## config.mk

```make
export PLATFORM = sky130hd
export DESIGN_NAME = utf_framer
export DESIGN_NICKNAME = d
export VERILOG_FILES = /design/src/rtl/utf_pkg.sv /design/src/rtl/utf_framer.sv
export SDC_FILE = /design/constraint.sdc
export NUM_CORES = 1
export LEC_CHECK = 0
export BUFFER_PORTS_ARGS = -buffer_cell sky130_fd_sc_hd__buf_2
export CAP_MARGIN = 20
export CORE_MARGIN = 2
export CORE_UTILIZATION = 40
export DETAILED_ROUTE_END_ITERATION = 16
export PLACE_DENSITY_LB_ADDON = 0.1
export SETUP_SLACK_MARGIN = 0.2
export SLEW_MARGIN = 10
export SYNTH_ARGS = -nofsm -noshare
export SYNTH_HDL_FRONTEND = slang
export SYNTH_SLANG_ARGS = --single-unit
```

## constraint.sdc

```tcl
create_clock -name clk -period 2.33 [get_ports clk]
set_input_delay 0.233 -clock clk [delete_from_list [all_inputs] [get_ports clk]]
set_output_delay 0.233 -clock clk [all_outputs]
set_load 0.02 [all_outputs]
```

## src/rtl/utf_pkg.sv

```systemverilog
// package: telegram layout constants and carrier types of the udp telegram framer
package utf_pkg;

    // ----------------------------------------------------------------
    // telegram geometry
    // ----------------------------------------------------------------
    localparam int          HDR_BYTES   = 30;
    localparam int          MAX_WORDS   = 75;
    localparam int          WORD_BITS   = 16;
    localparam int          FIFO_DEPTH  = 4;
    localparam logic [7:0]  HDR_LAST    = 8'(HDR_BYTES - 1);

    // ----------------------------------------------------------------
    // fixed field values
    // ----------------------------------------------------------------
    localparam logic [15:0] SOF_WORD    = 16'hFFFF;
    localparam logic [15:0] FILL_WORD   = 16'h0000;
    localparam logic [15:0] CMD_EVAL    = 16'h5354;
    localparam logic [15:0] TRANS_MEAS  = 16'h0000;
    localparam logic [15:0] TYPE_CODE   = 16'h0010;
    localparam logic [31:0] ENC_NONE    = 32'h0000_0000;
    localparam logic [15:0] PORT_A_DFLT = 16'h2330;
    localparam logic [15:0] PORT_B_DFLT = 16'h1602;

    // ----------------------------------------------------------------
    // user-data word count codes, selected by index
    // ----------------------------------------------------------------
    localparam logic [2:0]  LEN_SEL_MAX = 3'h4;
    localparam logic [15:0] LEN_CODE [5] = '{16'h0000, 16'h0001, 16'h0002, 16'h0003, 16'h0178};
    localparam logic [6:0]  LEN_WORDS [5] = '{7'h00, 7'h01, 7'h02, 7'h03, 7'(MAX_WORDS)};

    // ----------------------------------------------------------------
    // header word positions and receive byte positions
    // ----------------------------------------------------------------
    localparam logic [3:0]  W_SOF1  = 4'h0;
    localparam logic [3:0]  W_SOF2  = 4'h1;
    localparam logic [3:0]  W_CMD   = 4'h3;
    localparam logic [3:0]  W_PKT   = 4'h5;
    localparam logic [3:0]  W_TRANS = 4'h7;
    localparam logic [3:0]  W_STAT  = 4'h8;
    localparam logic [3:0]  W_ENC_H = 4'h9;
    localparam logic [3:0]  W_ENC_L = 4'hA;
    localparam logic [3:0]  W_SCAN  = 4'hC;
    localparam logic [3:0]  W_TYPE  = 4'hD;
    localparam logic [3:0]  W_COUNT = 4'hE;
    localparam logic [7:0]  RX_SOF_LAST = 8'h03;
    localparam logic [7:0]  RX_CMD_LO   = 8'h06;
    localparam logic [7:0]  RX_CMD_HI   = 8'h07;
    localparam logic [7:0]  RX_IDX_SAT  = 8'hFF;

    // ----------------------------------------------------------------
    // types
    // ----------------------------------------------------------------
    typedef enum {ST_IDLE, ST_HDR, ST_DATA} utf_state_e;

    typedef struct packed {
        logic        meas_mode;
        logic        triggered;
        logic [2:0]  len_sel;
        logic [15:0] status;
        logic [15:0] port_a;
        logic [15:0] port_b;
    } utf_cfg_s;

    typedef struct packed {
        logic [7:0] data;
        logic       last;
    } utf_beat_s;

endpackage

```

## src/rtl/utf_framer.sv

```systemverilog
// design: payload fifo and udp telegram framer with command acknowledgement
`timescale 1ns/1ns
`default_nettype none

// ----------------------------------------------------------------
// payload fifo
// ----------------------------------------------------------------
module utf_fifo #(
    parameter int WIDTH = 16,
    parameter int DEPTH = 4
) (
    input  wire logic             clk,
    input  wire logic             nrst,
    input  wire logic             in_valid,
    input  wire logic [WIDTH-1:0] in_data,
    output var  logic             in_ready,
    output logic                  out_valid,
    output logic      [WIDTH-1:0] out_data,
    input  wire logic             out_ready
);
    localparam int AW = $clog2(DEPTH);

    logic [WIDTH-1:0] mem [DEPTH];
    logic [AW-1:0]    wr_reg;
    logic [AW-1:0]    rd_reg;
    logic [AW:0]      cnt_reg;
    logic [AW:0]      cnt_next;
    logic             wr;
    logic             rd;

    assign wr        = in_valid && in_ready;
    assign rd        = out_valid && out_ready;
    assign out_valid = (cnt_reg != '0);
    assign out_data  = mem[rd_reg];
    assign cnt_next  = cnt_reg + (AW+1)'(wr) - (AW+1)'(rd);

    always_ff @(posedge clk) begin
        if (wr) begin
            mem[wr_reg] <= in_data;
        end
    end

    always_ff @(posedge clk or negedge nrst) begin
        if (!nrst) begin
            wr_reg   <= '0;
            rd_reg   <= '0;
            cnt_reg  <= '0;
            in_ready <= 1'b0;
        end else begin
            if (wr) begin
                wr_reg <= (wr_reg == AW'(DEPTH - 1)) ? '0 : wr_reg + AW'(1);
            end
            if (rd) begin
                rd_reg <= (rd_reg == AW'(DEPTH - 1)) ? '0 : rd_reg + AW'(1);
            end
            cnt_reg  <= cnt_next;
            // registered so the source sees a clean ready
            in_ready <= (cnt_next < (AW+1)'(DEPTH));
        end
    end
endmodule // utf_fifo

// Behaviour
// A telegram is a 30-byte header followed by 0 to 75 two-byte user words.
// Commands, acknowledgements and measure telegrams all use the same header layout.
// In measure mode telegrams stream with one idle cycle between them when free running, and one per trigger when triggered.
// In command mode the framer answers each received command instead of streaming; a command not yet answered is replaced by a newer one.
// Every multi-byte field leaves low byte first; the 32-bit encoder field sends its high word before its low word.
// The header opens with two all-ones words, and received telegrams are recognised by them.
// Fill fields always carry zero.
// Measure telegrams carry the evaluation code in the command number field.
// Measure telegrams carry zero in the transaction number field.
// An acknowledgement carries the answered command number in its transaction number field.
// The encoder field carries the encoder count when an encoder exists, else zero.
// The scan number is a full 16-bit unsigned value.
// The word count field holds only 0, 1, 2, 3 or the large-payload code.
// The two udp port numbers default to 9008 and 5634 and follow the configuration.
// The scan number steps by one per measured profile and wraps to zero.
// The type field always carries the fixed interpretation code.
// Header fields go out back to back in order with the user words right behind.
module utf_framer
    import utf_pkg::*;
#(
    parameter bit HAS_ENCODER = 1'b0
) (
    input  wire logic              clk,
    input  wire logic              nrst,
    input  wire utf_pkg::utf_cfg_s cfg,
    input  wire logic              trigger,
    input  wire logic              profile_done,
    input  wire logic       [31:0] enc_count,
    input  wire logic              pl_valid,
    input  wire logic       [15:0] pl_data,
    output var  logic              pl_ready,
    input  wire logic              rx_valid,
    input  wire logic        [7:0] rx_data,
    input  wire logic              rx_last,
    input  wire logic              tx_ready,
    output var  logic              tx_valid,
    output var  utf_pkg::utf_beat_s tx_beat,
    output var  logic       [15:0] tx_port_a,
    output var  logic       [15:0] tx_port_b
);
    import utf_pkg::*;

    // ----------------------------------------------------------------
    // declarations
    // ----------------------------------------------------------------
    utf_state_e  st_reg;
    logic [7:0]  idx_reg;
    logic [7:0]  last_idx_reg;
    logic        half_reg;
    logic        frame_meas_reg;
    logic [15:0] cmd_lat_reg;
    logic [15:0] trans_lat_reg;
    logic [15:0] stat_lat_reg;
    logic [15:0] cnt_lat_reg;
    logic [15:0] scan_lat_reg;
    logic [15:0] pkt_reg;
    logic [31:0] enc_lat_reg;
    logic [15:0] scan_reg;
    logic        trig_pend_reg;
    logic        ack_pend_reg;
    logic [15:0] ack_cmd_reg;
    logic [15:0] rx_cmd_reg;
    logic [7:0]  rx_idx_reg;
    logic        sof_ok_reg;
    logic        load;
    logic        start_meas;
    logic        start_cmd;
    logic        start;
    logic        hdr_done;
    logic [2:0]  sel;
    logic [15:0] hdr_word;
    logic [7:0]  hdr_byte;
    logic        fifo_ov;
    logic [15:0] fifo_word;
    logic        pop;

    // ----------------------------------------------------------------
    // payload buffer
    // ----------------------------------------------------------------
    utf_fifo #(.WIDTH(WORD_BITS), .DEPTH(FIFO_DEPTH)) u_fifo (
        .clk       (clk),
        .nrst      (nrst),
        .in_valid  (pl_valid),
        .in_data   (pl_data),
        .in_ready  (pl_ready),
        .out_valid (fifo_ov),
        .out_data  (fifo_word),
        .out_ready (pop)
    );

    // ----------------------------------------------------------------
    // frame start and field snapshot
    // ----------------------------------------------------------------
    assign load       = !tx_valid || tx_ready;
    assign start_meas = cfg.meas_mode && (!cfg.triggered || trig_pend_reg);
    assign start_cmd  = !cfg.meas_mode && ack_pend_reg;
    // waits for the previous last beat to leave so the new snapshot never skews it
    assign start      = (st_reg == ST_IDLE) && load && (start_meas || start_cmd);
    // acknowledgements carry no user words
    assign sel        = !cfg.meas_mode ? 3'h0 : (cfg.len_sel > LEN_SEL_MAX) ? LEN_SEL_MAX : cfg.len_sel;

    always_ff @(posedge clk or negedge nrst) begin
        if (!nrst) begin
            frame_meas_reg <= 1'b0;
            cmd_lat_reg    <= '0;
            trans_lat_reg  <= '0;
            stat_lat_reg   <= '0;
            cnt_lat_reg    <= '0;
            scan_lat_reg   <= '0;
            enc_lat_reg    <= '0;
            last_idx_reg   <= HDR_LAST;
            pkt_reg        <= '0;
        end else if (start) begin
            frame_meas_reg <= cfg.meas_mode;
            cmd_lat_reg    <= cfg.meas_mode ? CMD_EVAL : ack_cmd_reg;
            trans_lat_reg  <= cfg.meas_mode ? TRANS_MEAS : ack_cmd_reg;
            stat_lat_reg   <= cfg.status;
            cnt_lat_reg    <= LEN_CODE[sel];
            scan_lat_reg   <= scan_reg;
            enc_lat_reg    <= HAS_ENCODER ? enc_count : ENC_NONE;
            last_idx_reg   <= HDR_LAST + {LEN_WORDS[sel], 1'b0};
            pkt_reg        <= pkt_reg + 16'h0001;
        end
    end

    // ----------------------------------------------------------------
    // header word mux, shared by every telegram kind
    // ----------------------------------------------------------------
    always_comb begin
        case (idx_reg[4:1])
            W_SOF1, W_SOF2: hdr_word = SOF_WORD;
            W_CMD:          hdr_word = cmd_lat_reg;
            W_PKT:          hdr_word = pkt_reg - 16'h0001;
            W_TRANS:        hdr_word = trans_lat_reg;
            W_STAT:         hdr_word = stat_lat_reg;
            W_ENC_H:        hdr_word = enc_lat_reg[31:16];
            W_ENC_L:        hdr_word = enc_lat_reg[15:0];
            W_SCAN:         hdr_word = scan_lat_reg;
            W_TYPE:         hdr_word = TYPE_CODE;
            W_COUNT:        hdr_word = cnt_lat_reg;
            default:        hdr_word = FILL_WORD;
        endcase
    end

    assign hdr_byte = idx_reg[0] ? hdr_word[15:8] : hdr_word[7:0];
    assign pop      = (st_reg == ST_DATA) && load && fifo_ov && half_reg;

    // ----------------------------------------------------------------
    // transmit sequencer
    // ----------------------------------------------------------------
    always_ff @(posedge clk or negedge nrst) begin
        if (!nrst) begin
            st_reg   <= ST_IDLE;
            idx_reg  <= '0;
            half_reg <= 1'b0;
            tx_valid <= 1'b0;
            tx_beat  <= '0;
        end else begin
            case (st_reg)
                ST_IDLE: begin
                    if (load) begin
                        tx_valid <= 1'b0;
                    end
                    if (start) begin
                        st_reg   <= ST_HDR;
                        idx_reg  <= '0;
                        half_reg <= 1'b0;
                    end
                end
                ST_HDR: begin
                    if (load) begin
                        tx_valid     <= 1'b1;
                        tx_beat.data <= hdr_byte;
                        tx_beat.last <= (idx_reg == last_idx_reg);
                        idx_reg      <= idx_reg + 8'h01;
                        if (idx_reg == last_idx_reg) begin
                            st_reg <= ST_IDLE;
                        end else if (idx_reg == HDR_LAST) begin
                            st_reg <= ST_DATA;
                        end
                    end
                end
                ST_DATA: begin
                    // an empty buffer stalls the telegram rather than padding it
                    if (load) begin
                        tx_valid <= fifo_ov;
                        if (fifo_ov) begin
                            tx_beat.data <= half_reg ? fifo_word[15:8] : fifo_word[7:0];
                            tx_beat.last <= (idx_reg == last_idx_reg);
                            idx_reg      <= idx_reg + 8'h01;
                            half_reg     <= !half_reg;
                            if (idx_reg == last_idx_reg) begin
                                st_reg <= ST_IDLE;
                            end
                        end
                    end
                end
                default: st_reg <= ST_IDLE;
            endcase
        end
    end

    // ----------------------------------------------------------------
    // trigger, scan and port bookkeeping
    // ----------------------------------------------------------------
    always_ff @(posedge clk or negedge nrst) begin
        if (!nrst) begin
            trig_pend_reg <= 1'b0;
        end else if (trigger) begin
            trig_pend_reg <= 1'b1;
        end else if (start && cfg.meas_mode) begin
            trig_pend_reg <= 1'b0;
        end
    end

    always_ff @(posedge clk or negedge nrst) begin
        if (!nrst) begin
            scan_reg <= '0;
        end else if (profile_done) begin
            scan_reg <= scan_reg + 16'h0001;
        end
    end

    always_ff @(posedge clk or negedge nrst) begin
        if (!nrst) begin
            tx_port_a <= PORT_A_DFLT;
            tx_port_b <= PORT_B_DFLT;
        end else begin
            tx_port_a <= cfg.port_a;
            tx_port_b <= cfg.port_b;
        end
    end

    // ----------------------------------------------------------------
    // command receiver
    // ----------------------------------------------------------------
    assign hdr_done = rx_valid && (rx_idx_reg == HDR_LAST) && sof_ok_reg && !cfg.meas_mode;

    always_ff @(posedge clk or negedge nrst) begin
        if (!nrst) begin
            rx_idx_reg <= '0;
            sof_ok_reg <= 1'b0;
            rx_cmd_reg <= '0;
        end else if (rx_valid) begin
            rx_idx_reg <= rx_last ? 8'h00 : (rx_idx_reg == RX_IDX_SAT) ? rx_idx_reg : rx_idx_reg + 8'h01;
            if (rx_idx_reg == 8'h00) begin
                sof_ok_reg <= (rx_data == SOF_WORD[7:0]);
            end else if (rx_idx_reg <= RX_SOF_LAST) begin
                sof_ok_reg <= sof_ok_reg && (rx_data == SOF_WORD[7:0]);
            end
            if (rx_idx_reg == RX_CMD_LO) begin
                rx_cmd_reg[7:0] <= rx_data;
            end
            if (rx_idx_reg == RX_CMD_HI) begin
                rx_cmd_reg[15:8] <= rx_data;
            end
        end
    end

    // a newer command overwrites one not yet answered
    always_ff @(posedge clk or negedge nrst) begin
        if (!nrst) begin
            ack_pend_reg <= 1'b0;
            ack_cmd_reg  <= '0;
        end else if (hdr_done) begin
            ack_pend_reg <= 1'b1;
            ack_cmd_reg  <= rx_cmd_reg;
        end else if (start && !cfg.meas_mode) begin
            ack_pend_reg <= 1'b0;
        end
    end

    // ----------------------------------------------------------------
    // checks
    // ----------------------------------------------------------------
    logic       acc;
    logic [7:0] chk_beat_reg;
    assign acc = tx_valid && tx_ready;

    always_ff @(posedge clk or negedge nrst) begin
        if (!nrst) begin
            chk_beat_reg <= '0;
        end else if (acc) begin
            chk_beat_reg <= tx_beat.last ? 8'h00 : chk_beat_reg + 8'h01;
        end
    end

    chk_sof_bytes: assert property (@(posedge clk) disable iff (!nrst)
        acc && chk_beat_reg < 8'h04 |-> tx_beat.data == 8'hFF)
        else $error("start sequence byte is not all ones");
    chk_fill_zero: assert property (@(posedge clk) disable iff (!nrst)
        acc && chk_beat_reg inside {8'h04, 8'h05, 8'h08, 8'h09, 8'h0C, 8'h0D, 8'h16, 8'h17} |-> tx_beat.data == 8'h00)
        else $error("fill byte is not zero");
    chk_eval_code: assert property (@(posedge clk) disable iff (!nrst)
        acc && frame_meas_reg && chk_beat_reg inside {8'h06, 8'h07} |->
            tx_beat.data == (chk_beat_reg[0] ? CMD_EVAL[15:8] : CMD_EVAL[7:0]))
        else $error("measure telegram command number is wrong");
    chk_meas_trans: assert property (@(posedge clk) disable iff (!nrst)
        acc && frame_meas_reg && chk_beat_reg inside {8'h0E, 8'h0F} |-> tx_beat.data == 8'h00)
        else $error("measure telegram transaction number is not zero");
    chk_ack_trans: assert property (@(posedge clk) disable iff (!nrst)
        acc && !frame_meas_reg && chk_beat_reg == 8'h0E |-> tx_beat.data == cmd_lat_reg[7:0])
        else $error("acknowledgement does not echo the command number");
    chk_enc_zero: assert property (@(posedge clk) disable iff (!nrst)
        acc && !HAS_ENCODER && chk_beat_reg inside {[8'h12:8'h15]} |-> tx_beat.data == 8'h00)
        else $error("encoder field is not zero without an encoder");
    chk_scan_step: assert property (@(posedge clk) disable iff (!nrst)
        profile_done |=> scan_reg == $past(scan_reg) + 16'h0001)
        else $error("scan number did not step by one");
    chk_type_code: assert property (@(posedge clk) disable iff (!nrst)
        acc && chk_beat_reg == 8'h1A |-> tx_beat.data == TYPE_CODE[7:0])
        else $error("type field low byte is wrong");
    chk_frame_len: assert property (@(posedge clk) disable iff (!nrst)
        acc && tx_beat.last |-> chk_beat_reg == last_idx_reg && last_idx_reg >= HDR_LAST)
        else $error("telegram length does not match its word count");
    chk_count_low: assert property (@(posedge clk) disable iff (!nrst)
        acc && chk_beat_reg == 8'h1C |-> tx_beat.data == cnt_lat_reg[7:0])
        else $error("word count does not leave low byte first");
    chk_trig_once: assert property (@(posedge clk) disable iff (!nrst)
        start && cfg.meas_mode && cfg.triggered |-> trig_pend_reg ##1 (!trig_pend_reg || $past(trigger)))
        else $error("triggered telegram started without a trigger");
    chk_beat_hold: assert property (@(posedge clk) disable iff (!nrst)
        tx_valid && !tx_ready |=> tx_valid && $stable(tx_beat))
        else $error("beat changed while stalled");
endmodule // utf_framer

`default_nettype wire

```

; Yosys cells after proc, flatten, opt, wreduce, memory -nomap -nowiden
; Memories as Yosys holds them, arrays and structs flattened. A register that Yosys moved wholly into a read port is not among the register bits.
; Cells that the tools add are included.
[classes]
add_sub_neg = 10
magnitude_cmp = 4
eq_ne = 28
muxes = 46
bitwise = 1
n_reduce_logical = 44
[op_table]
columns = operator, count
row1 = $mux 32, 7
row2 = $pmux 16 s8, 1
row3 = $pmux 32 s3, 1
row4 = $logic_not 32->1, 2
row5 = $mux 8, 8
row6 = $add 16x1->16 const B, 2
row7 = $eq 32x1->1 const B, 1
row8 = $eq 32x2->1 const B, 1
row9 = $eq 32x3->1 const B, 1
row10 = $mux 16, 2
row11 = $mux 9, 3
row12 = $pmux 8 s3, 1
row13 = $pmux 9 s2, 1
row14 = $add 8x1->8 const B, 2
row15 = $eq 4x4->1 const B, 4
row16 = $eq 8x3->1 const B, 2
row17 = $eq 8x5->1 const B, 2
row18 = $eq 8x8->1 const B, 2
row19 = $sub 16x1->16 const B, 1
row20 = $logic_and 1x1->1, 15
row21 = $mux 1, 14
row22 = $mux 7, 2
row23 = $ne 2x2->1 const B, 7
row24 = $reduce_and 4->1, 3
row25 = other kinds (29), 48
[word_totals]
ff_bits = 238
ramBits = 64
mem_bits_ro = 184
in_bits = 117
out_inout_bits = 43
word_cells = 162
memories = 3
[mem_list]
columns = memory, words, width, read_ports, rd_clocked_by_memory_dff, write_ports, line
row1 = (no name shown), 8, 16, 1, 1, 0, utf_framer.sv:181  ; cnt_lat_reg <= LEN_CODE[sel];
row2 = u_fifo.mem, 4, 16, 1, 0, 1, utf_framer.sv:23  ; logic [WIDTH-1:0] mem [DEPTH];
row3 = (no name shown), 8, 7, 1, 0, 0, utf_framer.sv:184  ; last_idx_reg <= HDR_LAST + {LEN_WORDS[sel], 1'b0};

; Depth between registers and ports, before layout
; Gate-level depths: netlist (run 1).
[depth]
depth_word = 8
ltp_mapped = 12
mapped_depth_nobuf = 11

; Modules after synthesis
; From an unflattened synthesis (run 1), not the netlist that was laid out.
[unflattened]
hier_cells = 995
area_unflattened_um2 = 11782.6
[modules_own_cells]
columns = module, instances, cells_per_inst, area_each_um2, seq_area_each_um2
row1 = utf_framer, 1, 873, 8972.4, 4768.3
row2 = utf_fifo, 1, 122, 2810.2, 2122.0

; Worst setup path before layout (run 1)
; No wires, ideal clock.
[synth_timing]
path_type = flip-flop to flip-flop
start = reg st_reg[0]
end = reg u_fifo.in_ready
setup_ns = 0.121
arrival_time_ns = 2.359
required_ns = 2.209
setup_slack_ns = -0.151
stages_incl_launch_ff = 13
n_path_buf = 1
synth_period_minus_slack_ns = 2.481
path_cell_list = dfrtp_1 -> inv_1 -> ha_1 -> clkbuf_1 -> and3_1 -> ha_1 -> inv_1 -> ha_1 -> inv_1 -> fa_1 -> xnor2_1 -> xnor2_1 -> inv_1
[synth_between]
elab_chain_len = 7
[synth_lines]
columns = item, line
row1 = "start, declared", utf_framer.sv:109  ; utf_state_e st_reg;
row2 = "start signal, assigned", utf_framer.sv:216  ; st_reg <= ST_IDLE;
row3 = "start signal, assigned", utf_framer.sv:228  ; st_reg <= ST_HDR;
row4 = "start signal, assigned", utf_framer.sv:240  ; st_reg <= ST_IDLE;
row5 = $eq 32x3->1, utf_framer.sv:209  ; assign pop = (st_reg == ST_DATA) && load && fifo_ov && half_reg;
row6 = $logic_and 1x1->1 (3 in a row), utf_framer.sv:209
row7 = $logic_and 1x1->1, utf_framer.sv:32  ; assign rd = out_valid && out_ready;
row8 = named net u_fifo.rd, utf_framer.sv:29  ; logic rd;
row9 = $sub 3x1->3, utf_framer.sv:35  ; assign cnt_next = cnt_reg + (AW+1)'(wr) - (AW+1)'(rd);
row10 = named net u_fifo.cnt_next[2], utf_framer.sv:27  ; logic [AW:0] cnt_next;
row11 = $lt 3x3->1, utf_framer.sv:58  ; in_ready <= (cnt_next < (AW+1)'(DEPTH));
row12 = "end signal, assigned", utf_framer.sv:58
row13 = "end, declared", utf_framer.sv:16  ; output var logic in_ready,
; The timed path passes the listed nets, and every way through them passes these cells.
; A chain may end at the register's enable or synchronous reset.

; Worst setup path in the final report (run 1)
[layout_timing]
start = reg pkt_reg[10]
end = reg tx_beat[8] in the netlist's numbering
[layout_between]
elab_chain_len = 5
[layout_lines]
columns = item, line
row1 = "start, declared", utf_framer.sv:119  ; logic [15:0] pkt_reg;
row2 = "start signal, assigned", utf_framer.sv:185  ; pkt_reg <= pkt_reg + 16'h0001;
row3 = $sub 16x1->16, utf_framer.sv:196  ; W_PKT: hdr_word = pkt_reg - 16'h0001;
row4 = $pmux 16 s8, utf_framer.sv:193  ; case (idx_reg[4:1])
row5 = $mux 8, utf_framer.sv:208  ; assign hdr_byte = idx_reg[0] ? hdr_word[15:8] : hdr_word[7:0];
row6 = $mux 9, utf_framer.sv:234  ; if (load) begin
row7 = $pmux 9 s2, utf_framer.sv:222  ; case (st_reg)
row8 = "end, declared", utf_framer.sv:100  ; output var utf_pkg::utf_beat_s tx_beat,
; No other way between the ends. The select of a mux whose other input is x is not followed.

==> flow_summary.toml, run 1 <==
[outcome]
outcome = "complete, no violations"

[synthesis]
async_flop_share_pct = 75.6
syn-num-nets = 1111
synth_area_um2 = 11500
post_synth.cell_area_avg_um2 = 11.8
ys_top_cells_by_area = "dfrtp_1, edfxtp_1, nand2_1"
synth_edf_count = 64
synth_top_cell_by_area = "dfrtp_1"
ys_seq_elements = 262
synthDistinctLibCells = 68
syn_inst = 973
synth_top_area_share_pct = 40.7
synth_ff_type = "dfrtp_1"
ys_seq_area_share_pct = 60.0
ys_warn_count = 0

[critical_path]
timing.rr.end = "tx_beat[8]"
worstPathMaxFanout = 3
cp.arrival_ps = 2620
crit_start = "pkt_reg[10]"
ff2ff_setup_slack_ps = 140
critPathKind = "register to register"
r2r_start = "pkt_reg[10]"
rr_worst_depth = 6
worst-endpoint-required_ps = 2760
cp-end-kind = "register"
critPathCapture = "tx_beat[8]"
cp-start-kind = "register"

[finish]
syn2layout_area_growth_pct = 31.1
largest-register = "u_fifo.mem"
fin_nets = 1375
layout_commonest_cell = "nand2_1"
final_cell_mix = "nand2_1, dfrtp_1, buf_2"
drive_gt1_share_pct = 29.5
antennaDiodeCount = 0
largest_reg_flops = 64

[clock_network]
cts_tree = "yes"
root_buffer = "clkbuf_16"
clkSlewWorstSetupHoldPaths_ps = 60
worstSkewPairLatency_ps = 560
h-tree-depth = 1
cts_buffers = 30
cts.sinks = 262
clk_path_buf_depth = 3

[flow_run]
cap_violations = 0

[global_route]
grt_overflow = 0
grtUsageMet2_pct = 30.3
grt_pass1_wl_um = 46000
grt_max_degree = 62
antenna_found_initial = 0
busiest_layer = "met2"
grt_usage_pct = 19.1
grt_pass1_vias = 8371
met1_usage_pct = 27.6
use_met3_pct = 2.85

[drt]
vias = 8204
finalWirelength_um = 28200
initialDrtViolationCount = 469
via_per_inst = 4.99
first_pass_iters = 5
ant_nets = 0
drc = 0
wl_per_cell_um = 17.1

[place]
portBuffers = 127
hpwl_um = 19200
routabilityCongestion = 0.843
dp_slack_ps = 94.1

[sta]
period_minus_slack_ps = 2190
final_hold_viol_count = 0
finalWorstSetupSlack_ps = 135
finalSetupTns_ps = 0
finalCritPeriodShare_pct = 94.2
setup_violations = 0
relSlewSlack_pct = 67.4
clock.fmax_mhz = 456
rsz0062_at_grt = "true"
worst_pin_slew_ps = 485
slew_viol_final = 0
skew_ps = 23.6

[power_and_ir_drop]
power_density_nw_per_um2 = 1050
ir_drop_mv = 0.516
leakage_nw = 6.64
power_mw = 15.8

[floorplanning]
core-area_um2 = 28500
die-area_um2 = 30100
ioPinCount = 160
dieWidth_um = 173
rows = 62
die_h_um = 173
initial_core_util_pct = 40.3

[min_path]
worstHoldPathType = "input pin to register"
-- Yosys cell counts, types with 4 or more instances --
cell type	number
a211oi_1	4
buf_1	5
xnor2_1	36
mux2_2	42
mux2i_1	14
a221oi_1	6
clkbuf_1	41
a21oi_1	26
dfrtp_1	187
nand2b_1	20
nor3_1	23
a31o_2	5
inv_1	27
o31ai_1	4
nand3_1	20
mux4_2	16
nand4_1	17
o21ai_0	58
a22oi_1	5
nor2b_1	6
o22ai_1	5
xor2_1	16
nor2_1	25
nand2_1	187
edfxtp_1	64
ha_1	20
nand3b_1	5
a21o_1	5
and3_1	16
dfstp_2	11
-- worst min path at each step --
| stage | startpoint | to | slack [ps] | depth (start not counted) |
|---|---|---|---|---|
| after detailed placement | nrst | pkt_reg[12] | 200 | 1 |
| final | cfg[51] | last_idx_reg[1] | 30 | 4 |
| after global placement | nrst | pkt_reg[12] | 200 | 1 |
| after floorplan | nrst | ack_cmd_reg[0] | -60 | 0 |
| after global routing | profile_done | scan_reg[0] | 30 | 2 |
| after CTS | profile_done | scan_reg[0] | 10 | 2 |
-- power by group --
group	internal [mW]	leakage (nW)	total [mW]	switching, mW
clock network	2.91	0.505	4.76	1.86
logic	2.06	3.02	4.61	2.55
registers	5.65	3.12	6.39	0.735
-- critical path: stages (launching register included) --
cell and delay (ps):
dfrtp_1 380, or4_4 550, or3_4 360, nor4b_4 220, xor2_1 130, a2111oi_2 350
nor3_2 80
-- cell families (layout without fill, tap and decap cells) --
kind of cell               after synthesis  after routing  share of synthesized area, %
AOI/OAI and AO/OA                      145            146                          7.99
adders and majority gates               21             21                          2.35
xor gates and xnor gates                52             52                          3.97
and+or+nand+nor                        344            344                          14.6
buffers and inverters                   77            364                          2.64
DFF                                    262            262                          60.0
muxes                                   72             72                          8.48
-- area by class of cell --
class	count	area [µm²]
Sequential cell	262	6890
Multi-Input combinational cell	635	4500
Inverter	27	101
Clock inverter	15	150
Tap cell	384	480
Timing Repair Buffer	281	2060
Fill cell	2569	13400
Clock buffer	41	863
-- through the flow --
step	area [µm²]	util [%]	hold slack (ps)	cells
after global placement	13000	45.7	198	1497
final	15000	52.9	32.2	1645
after CTS	14900	52.2	13.0	1635
after floorplan	11500	-	-62.6	973
after detailed placement	13000	45.7	201	1497
after global routing	15000	52.9	34.6	1645
-- repair_timing --
action | 4_1_cts | 5_1_grt
gates resized for setup | 5 | 28
endpoints found under the setup margin | 9 | 52
hold endpoints to repair | 216 | 0
pin swaps | 3 | 9
setup buffers | 3 | 9
hold buffers | 79 | 0
cloned | 0 | 1
-- layer usage --
layer	share of wire, %	vias to the layer above
met5	0	-
li1	-	3975
met4	2.2	0
met1	47	3999
met3	4.7	45
met2	46	185
(Power assumes the default switching activity.)
==> run 2: changes to the inputs <==
--- a/config.mk
+++ b/config.mk
@@ -10,7 +10,6 @@
 export CORE_MARGIN = 2
 export CORE_UTILIZATION = 40
 export DETAILED_ROUTE_END_ITERATION = 16
-export PLACE_DENSITY_LB_ADDON = 0.1
 export SETUP_SLACK_MARGIN = 0.2
 export SLEW_MARGIN = 10
 export SYNTH_ARGS = -nofsm -noshare
==> flow_summary.toml, run 2 (synthesis gave the netlist of run 1 again) <==
[floorplanning]
core-area_um2 = 28500
rows = 62
dieWidth_um = 173
ioPinCount = 160
initial_core_util_pct = 40.3
die-area_um2 = 30100
die_h_um = 173

[sta]
slew_viol_final = 0
relSlewSlack_pct = 62.1
period_minus_slack_ps = 2160
clock.fmax_mhz = 462
finalCritPeriodShare_pct = 92.9
worst_pin_slew_ps = 569
final_hold_viol_count = 0
setup_violations = 0
skew_ps = 13.9
finalSetupTns_ps = 0
rsz0062_at_grt = "true"

[clock_network]
cts.sinks = 262
root_buffer = "clkbuf_16"
clk_path_buf_depth = 3
h-tree-depth = 1
worstSkewPairLatency_ps = 540
cts_buffers = 29
cts_tree = "yes"
clkSlewWorstSetupHoldPaths_ps = 60

[critical_path]
ff2ff_setup_slack_ps = 170
cp-start-kind = "register"
slowest_stage = "or4_4"
rr_worst_depth = 6
crit_chain = "or4_4, or3_4, nor4b_4, xor2_1, a2111oi_2, nor3_2"
critPathKind = "register to register"
max_stage_delay_ps = 540
cp-end-kind = "register"
cp.arrival_ps = 2580
timing.rr.end = "tx_beat[8]"
cp_top_family = "simple AND/OR/NAND/NOR gates"
worstPathMaxFanout = 3
worst-endpoint-required_ps = 2750
cp_num_buf_inv = 0
r2r_start = "pkt_reg[10]"

[min_path]
min_from = "profile_done"
worstHoldPathType = "input pin to register"
worstHoldPathCells = 2
worstHoldEndpoint = "scan_reg[0]"

[finish]
final_cell_mix = "nand2_1, dfrtp_1, buf_2"
antennaDiodeCount = 0
fin_nets = 1367
largest-register = "u_fifo.mem"
nFillCells = 2551
drive_gt1_share_pct = 28.5
largest_reg_flops = 64
fin_cells = 1634
syn2layout_area_growth_pct = 29.3

[global_route]
grt_pass1_wl_um = 43500
grt_overflow = 0
grt_usage_pct = 18.0
grt_pass1_vias = 8284
grt_max_degree = 62
antenna_found_initial = 0

[drt]
ant_nets = 0
initialDrtViolationCount = 566
wl_per_cell_um = 16.5
vias = 8211
finalWirelength_um = 27000
first_pass_iters = 6
via_per_inst = 5.03
drc = 0

[outcome]
outcome = "complete, no violations"

[place]
routabilityCongestion = 0.890
dpl.cell_count = 1497
portBuffers = 127
hpwl_um = 18800

[power_and_ir_drop]
power_density_nw_per_um2 = 1010
leakage_nw = 6.54
ir_drop_mv = 0.575

[flow_run]
cap_violations = 0
[run 2: cell count changes in the layout (fill, tap and decap cells not counted), sizes merged]
cell    change
bufinv      -2
clkbuf      -4
buf         -6
a221o       -1
clkinv      +2
[run 2: area by class of cell]
| class | count | area [µm²] | share of cell area (%) |
|---|---|---|---|
| clock buffer | 37 | 796 | 5.36 |
| clock inverter | 15 | 109 | 0.733 |
| inverter | 27 | 101 | 0.683 |
| multi-input combinational | 634 | 4450 | 30.0 |
| sequential | 262 | 6890 | 46.4 |
| tap | 384 | 480 | 3.24 |
| timing repair buffer | 275 | 2020 | 13.6 |
[run 2: metrics by stage]
| stage | util, % | setup WS, ps | area, µm² | hold slack, ps | power, mW |
|---|---|---|---|---|---|
| global route | 52.1 | 77.9 | 14800 | 52.2 | 15.9 |
| CTS | 51.8 | 157 | 14700 | 18.3 | 15.1 |
| finish | 52.1 | 166 | 14800 | 39.5 | 15.1 |
| detailed placement | 45.7 | 81.6 | 13000 | 283 | 10.6 |
| global placement | 45.7 | 117 | 13000 | 281 | 10.5 |
| floorplan | - | 76.5 | 11500 | -62.6 | 8.91 |
[run 2: metal layers]
layer / GRT usage (%) / up-vias / routed length (µm)
met4: 3.99 / 0 / 416
li1: - / 3947 / -
met2: 30.3 / 206 / 13100
met1: 24.7 / 4030 / 12000
met3: 2.74 / 28 / 1450
met5: 0 / - / 0
[run 2: power breakdown]
group | total, mW | switching [mW] | leakage (nW) | internal [mW]
registers | 6.35 | 0.704 | 3.12 | 5.65
clock network | 4.32 | 1.81 | 0.454 | 2.51
logic | 4.38 | 2.44 | 2.97 | 1.94
[run 2: timing repair]
action,CTS,global route
pin swaps,3,5
hold buffers,79,0
setup buffers,4,2
setup endpoints to repair,8,33
gates resized for setup,5,20
endpoints found under the hold margin,193,0
[run 2: worst max path at each step]
stage,end,slack [ps],cells after the start,startpoint
CTS,tx_beat[8],160,6,pkt_reg[10]
global placement,u_fifo.in_ready,120,11,tx_valid
detailed placement,u_fifo.in_ready,80,11,tx_valid
finish,tx_beat[8],170,6,pkt_reg[10]
global route,tx_beat[8],80,6,pkt_reg[10]
floorplan,u_fifo.in_ready,80,12,st_reg[0]
